--- config.mk ---
export PLATFORM = sky130hd
export DESIGN_NAME = timer16_output_compare
export DESIGN_NICKNAME = d
export VERILOG_FILES = /design/src/common/timer16_pkg.sv /design/src/core/tick_divider.sv /design/src/core/compare_channel.sv /design/src/core/timer16_output_compare.sv
export VERILOG_INCLUDE_DIRS = /design/src /design/src/common
export SDC_FILE = /design/constraint.sdc
export NUM_CORES = 1
export LEC_CHECK = 0
export ABC_AREA = 1
export BUFFER_PORTS_ARGS = -buffer_cell sky130_fd_sc_hd__buf_2
export CAP_MARGIN = 10
export CORE_AREA = 2 2 146 148
export DETAILED_ROUTE_END_ITERATION = 6
export DIE_AREA = 0 0 148 150
export PLACE_DENSITY = 0.66
export SYNTH_ARGS = -nofsm -noshare
export SYNTH_HDL_FRONTEND = slang
export SYNTH_SLANG_ARGS = --single-unit
--- constraint.sdc ---
create_clock -name clock -period 4.7 [get_ports clock]
set_input_delay 0.235 -clock clock [delete_from_list [all_inputs] [get_ports clock]]
set_output_delay 0.235 -clock clock [all_outputs]
set_load 0.03 [all_outputs]
--- src/common/timer16_map.svh ---
`ifndef TIMER16_MAP_SVH
`define TIMER16_MAP_SVH

// Register byte offsets on the APB window
`define OFS_CTRL     8'h00
`define OFS_IRQ_EN   8'h04
`define OFS_FLAGS    8'h08
`define OFS_FORCE    8'h0C
`define OFS_CNT_LO   8'h10
`define OFS_CNT_HI   8'h14
`define OFS_CMPA_LO  8'h18
`define OFS_CMPA_HI  8'h1C
`define OFS_CMPB_LO  8'h20
`define OFS_CMPB_HI  8'h24
`define OFS_TOP_VAL  8'h28
`define OFS_OUT_STAT 8'h2C

// Control register fields
`define CTRL_MODE    3:0
`define CTRL_ACT_A   5:4
`define CTRL_ACT_B   7:6
`define CTRL_RUN     8
`define BYTE_LO      7:0
`define BYTE_HI      15:8
`define HALF_LO      15:0

// Reset values
`define RST_MODE     4'h0
`define RST_ACT      2'h0
`define RST_WORD     16'h0000
`define RST_BYTE     8'h00

// Count extremes and fixed tops
`define CNT_BOTTOM   16'h0000
`define CNT_MAX      16'hFFFF
`define CNT_ONE      16'h0001
`define TOP_8BIT     16'h00FF
`define TOP_9BIT     16'h01FF
`define TOP_10BIT    16'h03FF

// Per-mode masks, bit n set when mode n has the property
`define MASK_FAST    16'hC0E0
`define MASK_PHASE   16'h0F0E
`define MASK_TOP_A   16'h8A10
`define MASK_TOP_CAP 16'h5500
`define MASK_TOP8    16'h0022
`define MASK_TOP9    16'h0044
`define MASK_TOP10   16'h0088
`define MASK_UPD_BOT 16'h0300
`define MASK_TGL_A   16'h8A00

// Compare output actions
`define ACT_NONE     2'h0
`define ACT_TOGGLE   2'h1
`define ACT_CLEAR    2'h2
`define ACT_SET      2'h3

`endif

--- src/common/timer16_pkg.sv ---
package timer16_pkg;

   // Class of counting sequence selected by the mode
   typedef enum logic [1:0] {
      KIND_NORMAL,
      KIND_FAST,
      KIND_PHASE
   } wave_kind_e;

   // Whole state of the top module
   typedef struct packed {
      logic [3:0]  mode;
      logic [1:0]  act_a;
      logic [1:0]  act_b;
      logic        run;
      logic [1:0]  irq_en;
      logic [15:0] count;
      logic [7:0]  temp;
      logic [7:0]  snap_hi;
      logic [15:0] top_val;
      logic        block;
      logic        down;
      logic [31:0] prdata;
   } main_state_s;

   // Whole state of one compare channel
   typedef struct packed {
      logic [15:0] active;
      logic [15:0] buffer;
      logic        flag;
      logic        latch;
   } chan_state_s;

   // Whole state of the tick divider
   typedef struct packed {
      logic [15:0] cnt;
      logic        tick;
   } div_state_s;

endpackage : timer16_pkg

--- src/core/tick_divider.sv ---
`timescale 1ns/10ps
`default_nettype none
`include "timer16_map.svh"

module tick_divider #(
   parameter logic [15:0] DIV = 16'h0001
) (
   input  wire logic clock,
   input  wire logic rst_n,
   input  wire logic enable,
   output logic      tick
);

   timer16_pkg::div_state_s st_reg;  // Current state
   timer16_pkg::div_state_s st_next; // Next state

   // One-cycle pulse every DIV cycles while enabled
   always_comb begin
      st_next = st_reg;
      st_next.tick = 1'b0;
      if (!enable) begin
         // Stopped: restart the phase
         st_next.cnt = `RST_WORD;
      end else if (st_reg.cnt >= DIV - `CNT_ONE) begin
         st_next.cnt = `RST_WORD;
         st_next.tick = 1'b1;
      end else begin
         st_next.cnt = st_reg.cnt + `CNT_ONE;
      end
   end

   // State register
   always_ff @(posedge clock or negedge rst_n) begin
      if (!rst_n) begin
         st_reg <= '0;
      end else begin
         st_reg <= st_next;
      end
   end

   assign tick = st_reg.tick;

endmodule : tick_divider
`default_nettype wire

--- src/core/compare_channel.sv ---
`timescale 1ns/10ps
`default_nettype none
`include "timer16_map.svh"

module compare_channel (
   input  wire logic                    clock,
   input  wire logic                    rst_n,
   input  wire logic [15:0]             count,
   input  wire logic                    tick,
   input  wire logic                    block,
   input  wire timer16_pkg::wave_kind_e kind,
   input  wire logic                    db_on,
   input  wire logic                    load_now,
   input  wire logic                    wrap,
   input  wire logic                    down,
   input  wire logic [1:0]              act,
   input  wire logic                    toggle_ok,
   input  wire logic                    force_strobe,
   input  wire logic                    wr_en,
   input  wire logic [15:0]             wr_value,
   input  wire logic                    flag_clr,
   input  wire logic                    irq_ack,
   input  wire logic                    irq_en,
   output logic [15:0]                  cpu_view,
   output logic [15:0]                  active,
   output logic                         match,
   output logic                         flag,
   output logic                         irq,
   output logic                         latch
);

   timer16_pkg::chan_state_s st_reg;  // Current state
   timer16_pkg::chan_state_s st_next; // Next state
   logic                     hit;     // Match taken at a timer tick
   logic [1:0]               pwm_act; // Action with illegal toggle removed

   // Apply an action to the latch
   function automatic logic apply(input logic [1:0] a, input logic cur);
      case (a)
         `ACT_TOGGLE: apply = ~cur;
         `ACT_CLEAR:  apply = 1'b0;
         `ACT_SET:    apply = 1'b1;
         default:     apply = cur;
      endcase
   endfunction : apply

   // Swap set and clear for the opposite slope
   function automatic logic [1:0] flip(input logic [1:0] a);
      case (a)
         `ACT_CLEAR: flip = `ACT_SET;
         `ACT_SET:   flip = `ACT_CLEAR;
         default:    flip = a;
      endcase
   endfunction : flip

   // Equality checked every cycle
   assign match = (count == st_reg.active);
   // Match acts one tick later unless a count write blocks it
   assign hit = tick & match & ~block;
   assign pwm_act = (act == `ACT_TOGGLE && !toggle_ok) ? `ACT_NONE : act;

   // Next-state logic
   always_comb begin
      st_next = st_reg;
      // Buffer moves to compare only at top or bottom
      if (load_now) begin
         st_next.active = st_reg.buffer;
      end
      // Value changes only by writes; target depends on buffering
      if (wr_en) begin
         st_next.buffer = wr_value;
         if (!db_on) begin
            st_next.active = wr_value;
         end
      end
      // Clear by service or write-one, set wins
      if (flag_clr || irq_ack) begin
         st_next.flag = 1'b0;
      end
      if (hit) begin
         st_next.flag = 1'b1;
      end
      // Latch update; action is read live, mode change keeps latch
      case (kind)
         timer16_pkg::KIND_NORMAL: begin
            // Forced match acts like a real one, no flag
            if (hit || force_strobe) begin
               st_next.latch = apply(act, st_reg.latch);
            end
         end
         timer16_pkg::KIND_FAST: begin
            // Wrap to bottom starts a new pulse
            if (wrap) begin
               st_next.latch = apply(flip(pwm_act), st_reg.latch);
            end
            if (hit) begin
               st_next.latch = apply(pwm_act, st_reg.latch);
            end
         end
         timer16_pkg::KIND_PHASE: begin
            // Opposite action on the down slope
            if (hit) begin
               st_next.latch = apply(down ? flip(pwm_act) : pwm_act,
                                     st_reg.latch);
            end
         end
         default: begin
            st_next.latch = st_reg.latch;
         end
      endcase
   end

   // State register, latch reset low
   always_ff @(posedge clock or negedge rst_n) begin
      if (!rst_n) begin
         st_reg <= '0;
      end else begin
         st_reg <= st_next;
      end
   end

   assign cpu_view = db_on ? st_reg.buffer : st_reg.active;
   assign active   = st_reg.active;
   assign flag     = st_reg.flag;
   assign irq      = st_reg.flag & irq_en;
   assign latch    = st_reg.latch;

endmodule : compare_channel
`default_nettype wire

--- src/core/timer16_output_compare.sv ---
`timescale 1ns/10ps
`default_nettype none
`include "timer16_map.svh"

// Function
// - Compare count with each compare value always
// - Flag sets one timer tick after equality
// - Enabled flag requests interrupt; service or one clears
// - Waveform acts on match, mode, top, bottom
// - Channel A value can set counter top
// - Double buffering in PWM modes only
// - Buffered value loads at top or bottom
// - CPU reaches buffer or compare register directly
// - Value changes only by writes; direct high read
// - High byte to shadow, low write commits both
// - Force strobe updates latch in non-PWM modes
// - Action setting decides forced set, clear, toggle
// - Counter write blocks matches next timer tick
// - Written count equal to compare loses match
// - Count written to top counts on to max
// - Latch keeps value across mode changes
// - Action setting takes effect immediately
// - Reset clears output latches
// - Action zero leaves latch unchanged

module timer16_output_compare #(
   parameter logic [15:0] TICK_DIV = 16'h0001
) (
   input  wire logic        clock,
   input  wire logic        rst_n,
   input  wire logic        psel,
   input  wire logic        penable,
   input  wire logic        pwrite,
   input  wire logic [7:0]  paddr,
   input  wire logic [31:0] pwdata,
   output logic [31:0]      prdata,
   output logic             pready,
   output logic             pslverr,
   input  wire logic [1:0]  irq_ack,
   output logic [1:0]       compare_irq,
   output logic [1:0]       compare_match,
   output logic [1:0]       compare_output_latch,
   output logic [1:0]       compare_pin_override,
   output logic [15:0]      timer_count
);

   // Mode property tables, indexed by mode number
   localparam logic [15:0] FAST_MASK  = `MASK_FAST;
   localparam logic [15:0] PHASE_MASK = `MASK_PHASE;
   localparam logic [15:0] TOPA_MASK  = `MASK_TOP_A;
   localparam logic [15:0] TOPC_MASK  = `MASK_TOP_CAP;
   localparam logic [15:0] TOP8_MASK  = `MASK_TOP8;
   localparam logic [15:0] TOP9_MASK  = `MASK_TOP9;
   localparam logic [15:0] TOP10_MASK = `MASK_TOP10;
   localparam logic [15:0] UPDB_MASK  = `MASK_UPD_BOT;
   localparam logic [15:0] TGLA_MASK  = `MASK_TGL_A;

   timer16_pkg::main_state_s st_reg;    // Current state
   timer16_pkg::main_state_s st_next;   // Next state
   timer16_pkg::wave_kind_e  kind;      // Counting class
   logic [15:0]              top;       // Current top value
   logic                     db_on;     // Double buffering active
   logic                     upd_bot;   // Buffer loads at bottom
   logic                     tgl_a;     // Toggle allowed on channel A
   logic                     tick;      // Timer clock enable
   logic                     at_top;    // Count equals top
   logic                     at_bottom; // Count is zero
   logic                     top_hit;   // Unblocked top reached at tick
   logic                     load_now;  // Buffer transfer strobe
   logic                     wrap;      // Fast PWM wrap to bottom
   logic                     setup;     // APB setup cycle
   logic                     wr_acc;    // APB write access
   logic                     rd_acc;    // APB read access
   logic                     mapped;    // Address hits a register
   logic [31:0]              rd_mux;    // Read data for the address
   logic [1:0]               chan_wr;   // Low-byte compare commits
   logic [1:0]               force_stb; // Force strobes
   logic [1:0]               flag_clr;  // Write-one flag clears
   logic [1:0]               flag;      // Match flags
   logic [1:0][1:0]          act;       // Per-channel actions
   logic [1:0][15:0]         cpu_view;  // CPU view of compare values
   logic [1:0][15:0]         active;    // Values in the comparators
   logic [1:0][7:0]          lo_ofs;    // Low-byte offsets per channel

   // APB phase decode
   assign setup  = psel & ~penable;
   assign wr_acc = psel & penable & pwrite;
   assign rd_acc = psel & penable & ~pwrite;

   // Zero wait state slave, error on unmapped address
   assign pready  = 1'b1;
   assign pslverr = psel & penable & ~mapped;
   assign prdata  = st_reg.prdata;

   // Timer clock enable, counting gated by run bit
   tick_divider #(
      .DIV (TICK_DIV)
   ) u_div (
      .clock  (clock),
      .rst_n  (rst_n),
      .enable (st_reg.run),
      .tick   (tick)
   );

   // Mode decode: counting class, top and buffering
   always_comb begin
      kind = timer16_pkg::KIND_NORMAL;
      if (FAST_MASK[st_reg.mode]) begin
         kind = timer16_pkg::KIND_FAST;
      end else if (PHASE_MASK[st_reg.mode]) begin
         kind = timer16_pkg::KIND_PHASE;
      end
      top = `CNT_MAX;
      if (TOPA_MASK[st_reg.mode]) begin
         // Channel A sets resolution and period
         top = active[0];
      end else if (TOPC_MASK[st_reg.mode]) begin
         top = st_reg.top_val;
      end else if (TOP8_MASK[st_reg.mode]) begin
         top = `TOP_8BIT;
      end else if (TOP9_MASK[st_reg.mode]) begin
         top = `TOP_9BIT;
      end else if (TOP10_MASK[st_reg.mode]) begin
         top = `TOP_10BIT;
      end
      // All PWM classes buffer, normal and clear-on-match do not
      db_on   = (kind != timer16_pkg::KIND_NORMAL);
      upd_bot = UPDB_MASK[st_reg.mode];
      tgl_a   = TGLA_MASK[st_reg.mode];
   end

   // Extremes; a blocked top is ignored so counting runs on
   assign at_top    = (st_reg.count == top);
   assign at_bottom = (st_reg.count == `CNT_BOTTOM);
   assign top_hit   = tick & at_top & ~st_reg.block;
   assign wrap      = (kind == timer16_pkg::KIND_FAST) & top_hit;

   // Buffer transfer point: top, or bottom in some dual-slope modes
   always_comb begin
      load_now = 1'b0;
      if (db_on) begin
         if (upd_bot) begin
            load_now = tick & st_reg.down & at_bottom;
         end else if (kind == timer16_pkg::KIND_FAST) begin
            load_now = top_hit;
         end else begin
            load_now = top_hit & ~st_reg.down;
         end
      end
   end

   // Address decode and read data selection
   always_comb begin
      rd_mux = '0;
      mapped = 1'b1;
      case (paddr)
         `OFS_CTRL: begin
            rd_mux[`CTRL_MODE]  = st_reg.mode;
            rd_mux[`CTRL_ACT_A] = st_reg.act_a;
            rd_mux[`CTRL_ACT_B] = st_reg.act_b;
            rd_mux[`CTRL_RUN]   = st_reg.run;
         end
         `OFS_IRQ_EN: begin
            rd_mux[1:0] = st_reg.irq_en;
         end
         `OFS_FLAGS: begin
            rd_mux[1:0] = flag;
         end
         `OFS_FORCE: begin
            // Strobes read as zero
            rd_mux = '0;
         end
         `OFS_CNT_LO: begin
            rd_mux[`BYTE_LO] = st_reg.count[`BYTE_LO];
         end
         `OFS_CNT_HI: begin
            // High count byte comes through the shadow
            rd_mux[`BYTE_LO] = st_reg.temp;
         end
         `OFS_CMPA_LO: begin
            rd_mux[`BYTE_LO] = cpu_view[0][`BYTE_LO];
         end
         `OFS_CMPA_HI: begin
            // Stored byte, not the shadow
            rd_mux[`BYTE_LO] = cpu_view[0][`BYTE_HI];
         end
         `OFS_CMPB_LO: begin
            rd_mux[`BYTE_LO] = cpu_view[1][`BYTE_LO];
         end
         `OFS_CMPB_HI: begin
            rd_mux[`BYTE_LO] = cpu_view[1][`BYTE_HI];
         end
         `OFS_TOP_VAL: begin
            rd_mux[`HALF_LO] = st_reg.top_val;
         end
         `OFS_OUT_STAT: begin
            rd_mux[1:0] = compare_output_latch;
         end
         default: begin
            mapped = 1'b0;
         end
      endcase
   end

   // Next state: read capture, counting, register writes
   always_comb begin
      st_next = st_reg;
      // Read data is taken in setup, valid in access
      if (setup) begin
         st_next.prdata = rd_mux;
         if (paddr == `OFS_CNT_LO) begin
            st_next.snap_hi = st_reg.count[`BYTE_HI];
         end
      end
      // Counting at each timer tick
      if (tick) begin
         // One tick of blocking is used up
         st_next.block = 1'b0;
         if (kind == timer16_pkg::KIND_PHASE) begin
            if (!st_reg.down) begin
               if (top_hit) begin
                  st_next.down  = 1'b1;
                  st_next.count = st_reg.count - `CNT_ONE;
               end else begin
                  st_next.count = st_reg.count + `CNT_ONE;
               end
            end else if (at_bottom) begin
               st_next.down  = 1'b0;
               st_next.count = st_reg.count + `CNT_ONE;
            end else begin
               st_next.count = st_reg.count - `CNT_ONE;
            end
         end else if (top_hit) begin
            st_next.count = `CNT_BOTTOM;
         end else begin
            // Blocked top runs on to max and wraps
            st_next.count = st_reg.count + `CNT_ONE;
         end
      end
      // Single-slope classes always count up
      if (kind != timer16_pkg::KIND_PHASE) begin
         st_next.down = 1'b0;
      end
      // Low count read moves the high byte to the shadow
      if (rd_acc && paddr == `OFS_CNT_LO) begin
         st_next.temp = st_reg.snap_hi;
      end
      // CPU writes have priority over counting
      if (wr_acc) begin
         case (paddr)
            `OFS_CTRL: begin
               // Actions act at once, never buffered
               st_next.mode  = pwdata[`CTRL_MODE];
               st_next.act_a = pwdata[`CTRL_ACT_A];
               st_next.act_b = pwdata[`CTRL_ACT_B];
               st_next.run   = pwdata[`CTRL_RUN];
            end
            `OFS_IRQ_EN: begin
               st_next.irq_en = pwdata[1:0];
            end
            `OFS_CNT_HI, `OFS_CMPA_HI, `OFS_CMPB_HI: begin
               // High byte waits in the shadow
               st_next.temp = pwdata[`BYTE_LO];
            end
            `OFS_CNT_LO: begin
               // Count write blocks the next tick's matches
               st_next.count = {st_reg.temp, pwdata[`BYTE_LO]};
               st_next.block = 1'b1;
            end
            `OFS_TOP_VAL: begin
               st_next.top_val = pwdata[`HALF_LO];
            end
            default: begin
               st_next.temp = st_next.temp;
            end
         endcase
      end
   end

   // State register
   always_ff @(posedge clock or negedge rst_n) begin
      if (!rst_n) begin
         st_reg <= '0;
      end else begin
         st_reg <= st_next;
      end
   end

   assign act[0]    = st_reg.act_a;
   assign act[1]    = st_reg.act_b;
   assign lo_ofs[0] = `OFS_CMPA_LO;
   assign lo_ofs[1] = `OFS_CMPB_LO;

   // Two independent compare channels; only channel A may toggle in PWM modes
   for (genvar i = 0; i < 2; i++) begin : g_chan
      // Low-byte write commits shadow and low byte together
      assign chan_wr[i]   = wr_acc & (paddr == lo_ofs[i]);
      // Force only in the non-PWM class
      assign force_stb[i] = wr_acc & (paddr == `OFS_FORCE) & pwdata[i]
                            & (kind == timer16_pkg::KIND_NORMAL);
      assign flag_clr[i]  = wr_acc & (paddr == `OFS_FLAGS) & pwdata[i];
      // Pin follows the latch whenever an action is chosen
      assign compare_pin_override[i] = (act[i] != `ACT_NONE);

      compare_channel u_chan (
         .clock        (clock),
         .rst_n        (rst_n),
         .count        (st_reg.count),
         .tick         (tick),
         .block        (st_reg.block),
         .kind         (kind),
         .db_on        (db_on),
         .load_now     (load_now),
         .wrap         (wrap),
         .down         (st_reg.down),
         .act          (act[i]),
         .toggle_ok    ((i == 0) ? tgl_a : 1'b0),
         .force_strobe (force_stb[i]),
         .wr_en        (chan_wr[i]),
         .wr_value     ({st_reg.temp, pwdata[`BYTE_LO]}),
         .flag_clr     (flag_clr[i]),
         .irq_ack      (irq_ack[i]),
         .irq_en       (st_reg.irq_en[i]),
         .cpu_view     (cpu_view[i]),
         .active       (active[i]),
         .match        (compare_match[i]),
         .flag         (flag[i]),
         .irq          (compare_irq[i]),
         .latch        (compare_output_latch[i])
      );
   end

   assign timer_count = st_reg.count;

endmodule : timer16_output_compare
`default_nettype wire

==> flow_summary.json, run 1 <==
{
  "status": "finished clean",
  "ctsHtreeMaxLevel": 4,
  "powerDensity_nw_per_um2": 360,
  "synth_area_um2": 10200,
  "rsz0062_at_grt": "false",
  "holdWs_ns": 0.0328,
  "boundaryPins": 105,
  "clock-skew-final_ns": 0.00927,
  "synth_seq_cells": 146,
  "maxSlewHeadroom": 0.384,
  "wire_per_inst_um": 20.0,
  "peakVddDrop_uv": 262,
  "drt_wl_total_mm": 35.9,
  "grt_pass1_vias": 9189,
  "die_w_um": 148,
  "power.leakage_nw": 5.64,
  "coreArea_um2": 20700,
  "io_buffer_count": 71,
  "synth_edf_count": 0,
  "layout.cells.most_common_list": "nand2_1 (445), inv_1 (162), dfrtp_1 (146)",
  "vias_per_cell": 5.66,
  "min_path_type": "in2reg",
  "largest_reg_flops": 41,
  "chipHeight_um": 150,
  "drtIter0Drc": 1321,
  "timing.fmax_ghz": 0.275,
  "ys_types": 47,
  "stdcell_count": 1794,
  "worst_slew_pin_slew_ns": 0.921,
  "cts_tree": "yes",
  "ys_seq_area_frac": 0.359,
  "yosys-top-cells-area": "dfrtp_1 (36%), nand2_1 (16%), o21ai_0 (6.1%)",
  "yosys_warnings": 0,
  "avgSynthCellArea_um2": 6.81,
  "grt_max_degree": 64,
  "cts_max_path_buffers": 2,
  "fin_nets": 1565,
  "syn_to_final_growth_pct": 7.85,
  "ys_async_sr_fraction": 1.00,
  "die_area_um2": 22200,
  "fin_util": 0.530,
  "grt_pass1_wl_mm": 54.2,
  "clock_sinks": 146,
  "setup_viol": 0,
  "clk_pin_slew_ns": 0.07,
  "dp_slack_ns": 1.18,
  "slew_violations": 0,
  "gr-usage-all-layers": 0.326,
  "cts_root_buffer": "clkbuf_16",
  "syn_inst": 1494,
  "crit_fanout": 23,
  "crit_type": "reg2reg",
  "grt_overflow": 0,
  "vias": 10200,
  "drv_cap": 0,
  "finalHoldViolCount": 0,
  "gp_congestion": 1.04,
  "clk-insertion-delay-late_ns": 0.44,
  "fin_crit_sh": 0.775,
  "drc": 0,
  "cp.required_ns": 5.03,
  "dr.pass1.iters": 5,
  "ant_nets": 0,
  "antenna_found_initial": 0,
  "synth_area_leader_cell": "dfrtp_1",
  "dpl.cell_count": 1759,
  "hpwl_mm": 26.0,
  "cp-end-kind": "register",
  "fillers": 2111,
  "cts_made_buffers": 17,
  "fin_crit_ns": 3.64,
  "drive_gt1_frac": 0.104,
  "setup_ws_ns": 1.06,
  "diodes": 0,
  "start_kind": "register",
  "yosys.area.top_type_share": 0.359,
  "rows": 53,
  "crit_arrival_ns": 3.97,
  "seq_area_um2": 3650,
  "multi_input_area_um2": 5250,
  "tns_ns": 0,
  "synth_flop_cell": "dfrtp_1",
  "layout_commonest_cell": "nand2_1",
  "initial_core_util": 0.492
}
==> worst max-delay path, stage by stage, from the launching register on <==
cell and delay [ns]:
dfrtp_1 0.55, inv_1 0.30, ha_1 0.30, nand3_2 0.13, nor2_2 0.18, nand4_1 0.16, nor2_1 0.22, nand4_2 0.32
inv_2 0.19, nand3_1 0.09, nand2_1 0.14, nand2_2 0.32, buf_4 0.35, nand2_1 0.07, nand2_1 0.04, nor2_1 0.09
nor2_1 0.04
==> per-stage QoR <==
stage,power (W),instance area [um^2]
after global placement,0.00258,10400
final,0.00395,11000
after CTS,0.00391,11000
after detailed placement,0.00259,10400
after floorplan,0.00230,10200
after global routing,0.00410,11000
==> final cells by class <==
class / count / share of cell area
flip-flops and latches: 146 / 0.333
clock inverters: 14 / 0.0121
repair buffers: 92 / 0.0480
multi-input cells: 1079 / 0.478
clock buffers: 18 / 0.0391
well taps: 275 / 0.0314
inverters: 170 / 0.0582
==> report_power, final <==
group          switching (W)  total [W]  internal, W
clock               0.000612    0.00135     0.000736
combinational       0.000729    0.00106     0.000332
sequential          0.000219    0.00154      0.00133
==> what timing repair did <==
action,CTS,global route
setup buffers,0,0
hold buffers,2,1
endpoints found under the hold margin,62,1
resized for setup,0,0
==> cells in the mapped netlist, drive strengths merged (2+ instances only) <==
cell	number
a21oi	79
a221oi	2
and2	2
buf	75
clkbuf	39
clkinv	3
conb	2
dfrtp	146
ha	12
inv	167
mux2	3
nand2	454
nand3	113
nand3b	5
nand4	41
nor2	114
nor3	18
nor4	7
o2111ai	4
o211ai	8
o21ai	128
o21bai	3
o221ai	2
o22ai	7
o31ai	9
or2	4
xnor2	12
xor2	30
==> path summary, 6_finish.rpt <==
| kind | cells past startpoint | slack [ns] | from | end |
|---|---|---|---|---|
| max | 16 | 1.06 | timer_count[0] | g_chan[1].u_chan.active[15] |
| min | 2 | 0.03 | pwdata[13] | st_reg[47] |
| max reg2reg | 16 | 1.06 | timer_count[0] | g_chan[1].u_chan.active[15] |
| min reg2reg | 2 | 0.47 | prdata[2] | prdata[2] |
| max in group asynchronous | 3 | 3.28 | rst_n | g_chan[1].u_chan.st_reg[10] |
| min in group asynchronous | 2 | 0.36 | rst_n | prdata[9] |
==> routing by layer <==
metal	up-vias	wire, um	global-route usage
met5	-	0	0
met4	0	1640	0.146
met3	81	3360	0.0470
met1	4743	15000	0.450
met2	559	15900	0.509
li1	4780	-	-
==> logic make-up after synthesis <==
group | Yosys count | synth area share
compound gates | 246 | 0.132
other cells | 2 | 0.000738
buf+inv | 284 | 0.131
xor+xnor | 42 | 0.0362
simple gates | 758 | 0.322
flops | 146 | 0.359
fa+ha+maj | 12 | 0.0148
mux | 4 | 0.00430
Note: power is estimated with default switching activity, not from simulation.
==> run 2, diff against run 1 <==
clock period = 3.7 ns   (was 4.7 ns; I/O delays follow)
==> run 2 against run 1 <==
  * Worst setup slack got worse by 0.53 ns
  * Global-route usage rose by 0.78 points
  * Total power rose by 35%
  * Final area rose by 2.4%
  * Sequential share of layout area fell by 0.79 points
  * First-iteration DRC count fell by 7.1%
  * Clock power rose by 46%
  * Sequential cell count did not move
  * Sequential power rose by 25%
  * Core utilization rose by 1.3 points
  * Clock-buffer cell count did not move
  * Combinational power rose by 35%
==> flow_summary.json, run 2 (same netlist as run 1, synthesis figures left out) <==
{
  "hpwl_mm": 26.4,
  "drt_wl_total_mm": 36.3,
  "grt_overflow": 0,
  "crit_arrival_ns": 3.49,
  "io_buffer_count": 71,
  "setup_viol": 0,
  "top_usage_layer": "met2",
  "fin_crit_ns": 3.17,
  "min_path_type": "in2reg",
  "gp_congestion": 0.989,
  "layout_commonest_cell": "nand2_1",
  "rows": 53,
  "rsz0062_at_grt": "false",
  "fillers": 2067,
  "gr-usage-all-layers": 0.333,
  "worst_slew_pin_slew_ns": 0.915,
  "drtIter0Drc": 1227,
  "fin_crit_sh": 0.856,
  "wire_per_inst_um": 20.0,
  "crit_fanout": 20,
  "fin_nets": 1587,
  "largest_reg_flops": 41,
  "cts_tree": "yes",
  "dr.pass1.iters": 6,
  "ctsHtreeMaxLevel": 4,
  "cts_made_buffers": 17,
  "cp.required_ns": 4.03,
  "multi_input_area_um2": 5250,
  "grt_pass1_wl_mm": 55.3,
  "drv_cap": 0,
  "finalHoldViolCount": 0,
  "antenna_found_initial": 0,
  "vias_per_cell": 5.65,
  "drc": 0,
  "vias": 10300,
  "cts_max_path_buffers": 2,
  "stdcell_count": 1816,
  "clock-skew-final_ns": 0.00931,
  "grt_pass1_vias": 9323,
  "peakVddDrop_uv": 326,
  "boundaryPins": 105,
  "clk-insertion-delay-late_ns": 0.44,
  "layout.cells.most_common_list": "nand2_1 (445), inv_1 (162), dfrtp_1 (146)",
  "status": "finished clean",
  "dpl.cell_count": 1777,
  "start_kind": "register",
  "powerDensity_nw_per_um2": 474,
  "die_area_um2": 22200,
  "power.leakage_nw": 5.79,
  "clock_sinks": 146,
  "grtUsageMet2": 0.510,
  "chipHeight_um": 150,
  "coreArea_um2": 20700,
  "seq_area_um2": 3650,
  "grt_max_degree": 93,
  "met3_usage": 0.0552,
  "syn_to_final_growth_pct": 10.5,
  "drive_gt1_frac": 0.115,
  "r2r_cells": 12,
  "tns_ns": 0,
  "slew_violations": 0,
  "clk_pin_slew_ns": 0.07,
  "die_w_um": 148,
  "diodes": 0,
  "crit_type": "reg2reg",
  "whs_path_depth": 3,
  "post_cts_resized": 0,
  "cts_root_buffer": "clkbuf_16",
  "gr-usage-met1": 0.467,
  "cp-end-kind": "register",
  "ant_nets": 0,
  "initial_core_util": 0.492,
  "timing.fmax_ghz": 0.316,
  "maxSlewHeadroom": 0.390
}
==> run 2: cell count changes in the layout (fill, tap and decap cells not counted), sizes merged <==
cell / before / now
clkinv: 7 / 5
bufinv: 1 / 4
clkinvlp: 5 / 1
dlygate4sd3: 3 / 7
inv: 171 / 174
buf: 89 / 107
==> run 2: cell type report <==
cell class | count | area share
clock buffers | 18 | 0.0391
repair buffers | 114 | 0.0625
clock inverters | 14 | 0.0190
well taps | 275 | 0.0306
inverters | 170 | 0.0568
flip-flops and latches | 146 | 0.325
multi-input cells | 1079 | 0.467
==> run 2: stage by stage <==
step / utilization / area (um^2) / total power (W) / hold WS (ns) / setup slack, ns
after global placement: 0.508 / 10500 / 0.00333 / 0.334 / 0.648
after detailed placement: 0.508 / 10500 / 0.00334 / 0.332 / 0.627
after global routing: 0.543 / 11200 / 0.00554 / 0.000190 / 0.214
after CTS: 0.543 / 11200 / 0.00529 / 0.0000849 / 0.597
final: 0.543 / 11200 / 0.00533 / 0.00264 / 0.532
after floorplan: - / 10200 / 0.00292 / -0.111 / 1.35
==> run 2: final timing paths <==
path | end | slack [ns] | start
setup / recovery | g_chan[1].u_chan.active[1] | 0.53 | st_reg[89]
hold / removal | st_reg[44] | 0.003 | pwdata[10]
setup reg to reg | g_chan[1].u_chan.active[1] | 0.53 | st_reg[89]
hold reg to reg | prdata[0] | 0.47 | prdata[0]
max in group asynchronous | timer_count[15] | 2.42 | rst_n
min in group asynchronous | prdata[9] | 0.40 | rst_n
==> run 2: repair_timing <==
| item | in CTS | in global routing |
|---|---|---|
| hold buffers | 7 | 0 |
| endpoints found under the hold margin | 95 | 0 |
| endpoints found under the setup margin | 0 | 0 |
| setup buffers | 0 | 0 |
==> run 2: routing by layer <==
metal	up-vias	part of all wire
met4	0	0.045
met2	549	0.45
met1	4788	0.41
met3	93	0.10
li1	4829	-
met5	-	0
==> run 2: worst max-delay path: stages, from the launching register on <==
cell and delay [ns]:
dfrtp_1 0.48, nor2_4 0.17, nand3_2 0.20, nand2_2 0.40, nand2_1 0.17, nand3_1 0.13, nand4_1 0.15, nor2_2 0.24
nand3_4 0.21, o21bai_4 0.55, nand4_1 0.17, nand3_1 0.11, nand2_1 0.06
==> run 2: power by group <==
group	total, W	internal [W]	leakage (nW)	switching [W]
combinational	0.00143	0.000463	3.61	0.000970
sequential	0.00193	0.00168	1.86	0.000245
clock	0.00197	0.00117	0.318	0.000795
==> run 3, diff against run 2 <==
CORE_AREA = 2 2 151 153   (was 2 2 146 148)
DIE_AREA = 0 0 153 155   (was 0 0 148 150)
PLACE_DENSITY = 0.68   (was 0.66)
SYNTH_HIERARCHICAL = 1   (was default)
==> run 3 against run 2 <==
  * Sequential share of layout area decreased by 1.5 points
  * Wire length increased by 1.6%
  * Synthesized area increased by 5.5%
  * Via count increased by 4.2%
  * Register-to-register slack got worse by 0.07 ns
  * First-iteration DRC count decreased by 6.7%
  * Critical path type unchanged
  * Critical endpoint is now g_chan[0].u_chan/latch
==> flow_summary.json, run 3 <==
{
  "status": "finished clean",
  "drtIter0Drc": 1145,
  "finalHoldViolCount": 0,
  "vias_per_cell": 5.49,
  "cts_made_buffers": 17,
  "fin_crit_sh": 0.875,
  "cp-end-kind": "register",
  "chipHeight_um": 155,
  "layout.cells.most_common_list": "nand2_1 (527), inv_1 (189), dfrtp_1 (146)",
  "drv_cap": 0,
  "gr-usage-all-layers": 0.316,
  "cts_root_buffer": "clkbuf_16",
  "drt_wl_total_mm": 36.9,
  "boundaryPins": 105,
  "fin_nets": 1719,
  "peakVddDrop_uv": 335,
  "die_w_um": 153,
  "slowest_delay_ns": 0.59,
  "clock-skew-final_ns": 0.00903,
  "cts_max_path_buffers": 2,
  "largest_reg_flops": 41,
  "rows": 55,
  "vias": 10700,
  "crit_top_cell": "nand2_1",
  "crit_type": "reg2reg",
  "syn_to_final_growth_pct": 9.59,
  "slew_violations": 0,
  "timing.fmax_ghz": 0.309,
  "powerDensity_nw_per_um2": 466,
  "crit_fanout": 21,
  "grt_overflow": 0,
  "holdWs_ns": 0.0124,
  "rsz0062_at_grt": "false",
  "crit_arrival_ns": 3.56,
  "antenna_found_initial": 0,
  "min_path_type": "in2reg",
  "ant_nets": 0,
  "wire_per_inst_um": 18.9,
  "clock_sinks": 146,
  "cts_tree": "yes",
  "cp.required_ns": 4.02,
  "setup_viol": 0,
  "multi_input_area_um2": 5580,
  "crit_chain": "nand2_1 > inv_2 > nand2_4 > nand2_4 > inv_2 > nand2_1 > nand2_1 > nand2_1 > nand2_1 > nor2_1 > nand2_1 > nor2_1 > nand3_1 > nor3_1 > o31ai_1 > a21bo_2 > nand2_1 > nand3_1 > nor2_1 > a21oi_2",
  "post_cts_resized": 0,
  "tns_ns": 0,
  "diodes": 0,
  "dr.pass1.iters": 6,
  "layout_commonest_cell": "nand2_1",
  "seq_area_um2": 3650,
  "synth_area_um2": 10700,
  "crit_family": "simple AND/OR/NAND/NOR gates",
  "crit_slowest_cell": "dfrtp_1",
  "maxSlewHeadroom": 0.351,
  "initial_core_util": 0.483,
  "die_area_um2": 23700,
  "drive_gt1_frac": 0.126,
  "clk_pin_slew_ns": 0.07,
  "fillers": 2211,
  "grt_pass1_wl_mm": 57.8,
  "start_kind": "register",
  "hpwl_mm": 26.9,
  "drc": 0,
  "avgSynthCellArea_um2": 6.61,
  "clk-insertion-delay-late_ns": 0.43,
  "ctsHtreeMaxLevel": 4,
  "grt_max_degree": 83,
  "power.leakage_nw": 6.37,
  "fin_crit_ns": 3.24,
  "io_buffer_count": 71,
  "yosys_warnings": 6,
  "grt_pass1_vias": 10100,
  "worst_slew_pin_slew_ns": 0.971,
  "gp_congestion": 0.985,
  "critPathBufInv": 2,
  "syn_inst": 1624,
  "coreArea_um2": 22200
}
## run 3: metrics by stage
stage / std cells / util / cell area, um^2 / power, W / setup slack, ns
2_1_floorplan: 1640 / - / 10800 / 0.00301 / 0.907
3_3_place_gp: 1912 / 0.498 / 11100 / 0.00351 / 0.594
3_5_place_dp: 1912 / 0.498 / 11100 / 0.00354 / 0.582
4_1_cts: 1949 / 0.529 / 11800 / 0.00546 / 0.502
5_1_grt: 1949 / 0.529 / 11800 / 0.00573 / 0.0140
6_report: 1949 / 0.529 / 11800 / 0.00548 / 0.462
## run 3: layout make-up
| type | count | share of cell area |
|---|---|---|
| multi-input cells | 1153 | 0.474 |
| flip-flops and latches | 146 | 0.311 |
| inverters | 224 | 0.0717 |
| repair buffers | 109 | 0.0582 |
| clock buffers | 19 | 0.0385 |
| well taps | 285 | 0.0303 |
| clock inverters | 13 | 0.0166 |
## run 3: worst reg2reg max path, delay by kind of cell (launching register included)
family                 cells  cell delay (ns)
DFF                        1             0.59
buffers and inverters      2             0.23
and+or+nand+nor           15             1.86
AOI/OAI and AO/OA          3             0.44
## run 3: timing repair
action	in CTS	in global routing
endpoints found under the hold margin	85	0
buffers inserted	0	0
hold buffers	5	0
## run 3: worst paths after layout
path	from	endpoint	slack (ns)	cells after the start
setup / recovery	st_reg[89]	g_chan[0].u_chan/latch	0.46	20
hold / removal	pwdata[13]	st_reg[47]	0.01	3
setup reg to reg	st_reg[89]	g_chan[0].u_chan/latch	0.46	20
hold reg to reg	st_reg[84]	u_div/tick	0.41	0
max in group asynchronous	rst_n	timer_count[12]	2.48	3
min in group asynchronous	rst_n	prdata[4]	0.38	2
## run 3: report_power, final
part           internal, W  switching, W
logic             0.000510       0.00122
registers          0.00168      0.000144
clock network      0.00118      0.000749
total              0.00337       0.00211
## run 3: metal layers
layer / vias up / wire length [um] / GRT usage
li1: 5112 / - / -
met1: 4975 / 15400 / 0.427
met2: 493 / 16500 / 0.496
met3: 112 / 3140 / 0.0585
met4: 0 / 1740 / 0.147
met5: - / 0 / 0
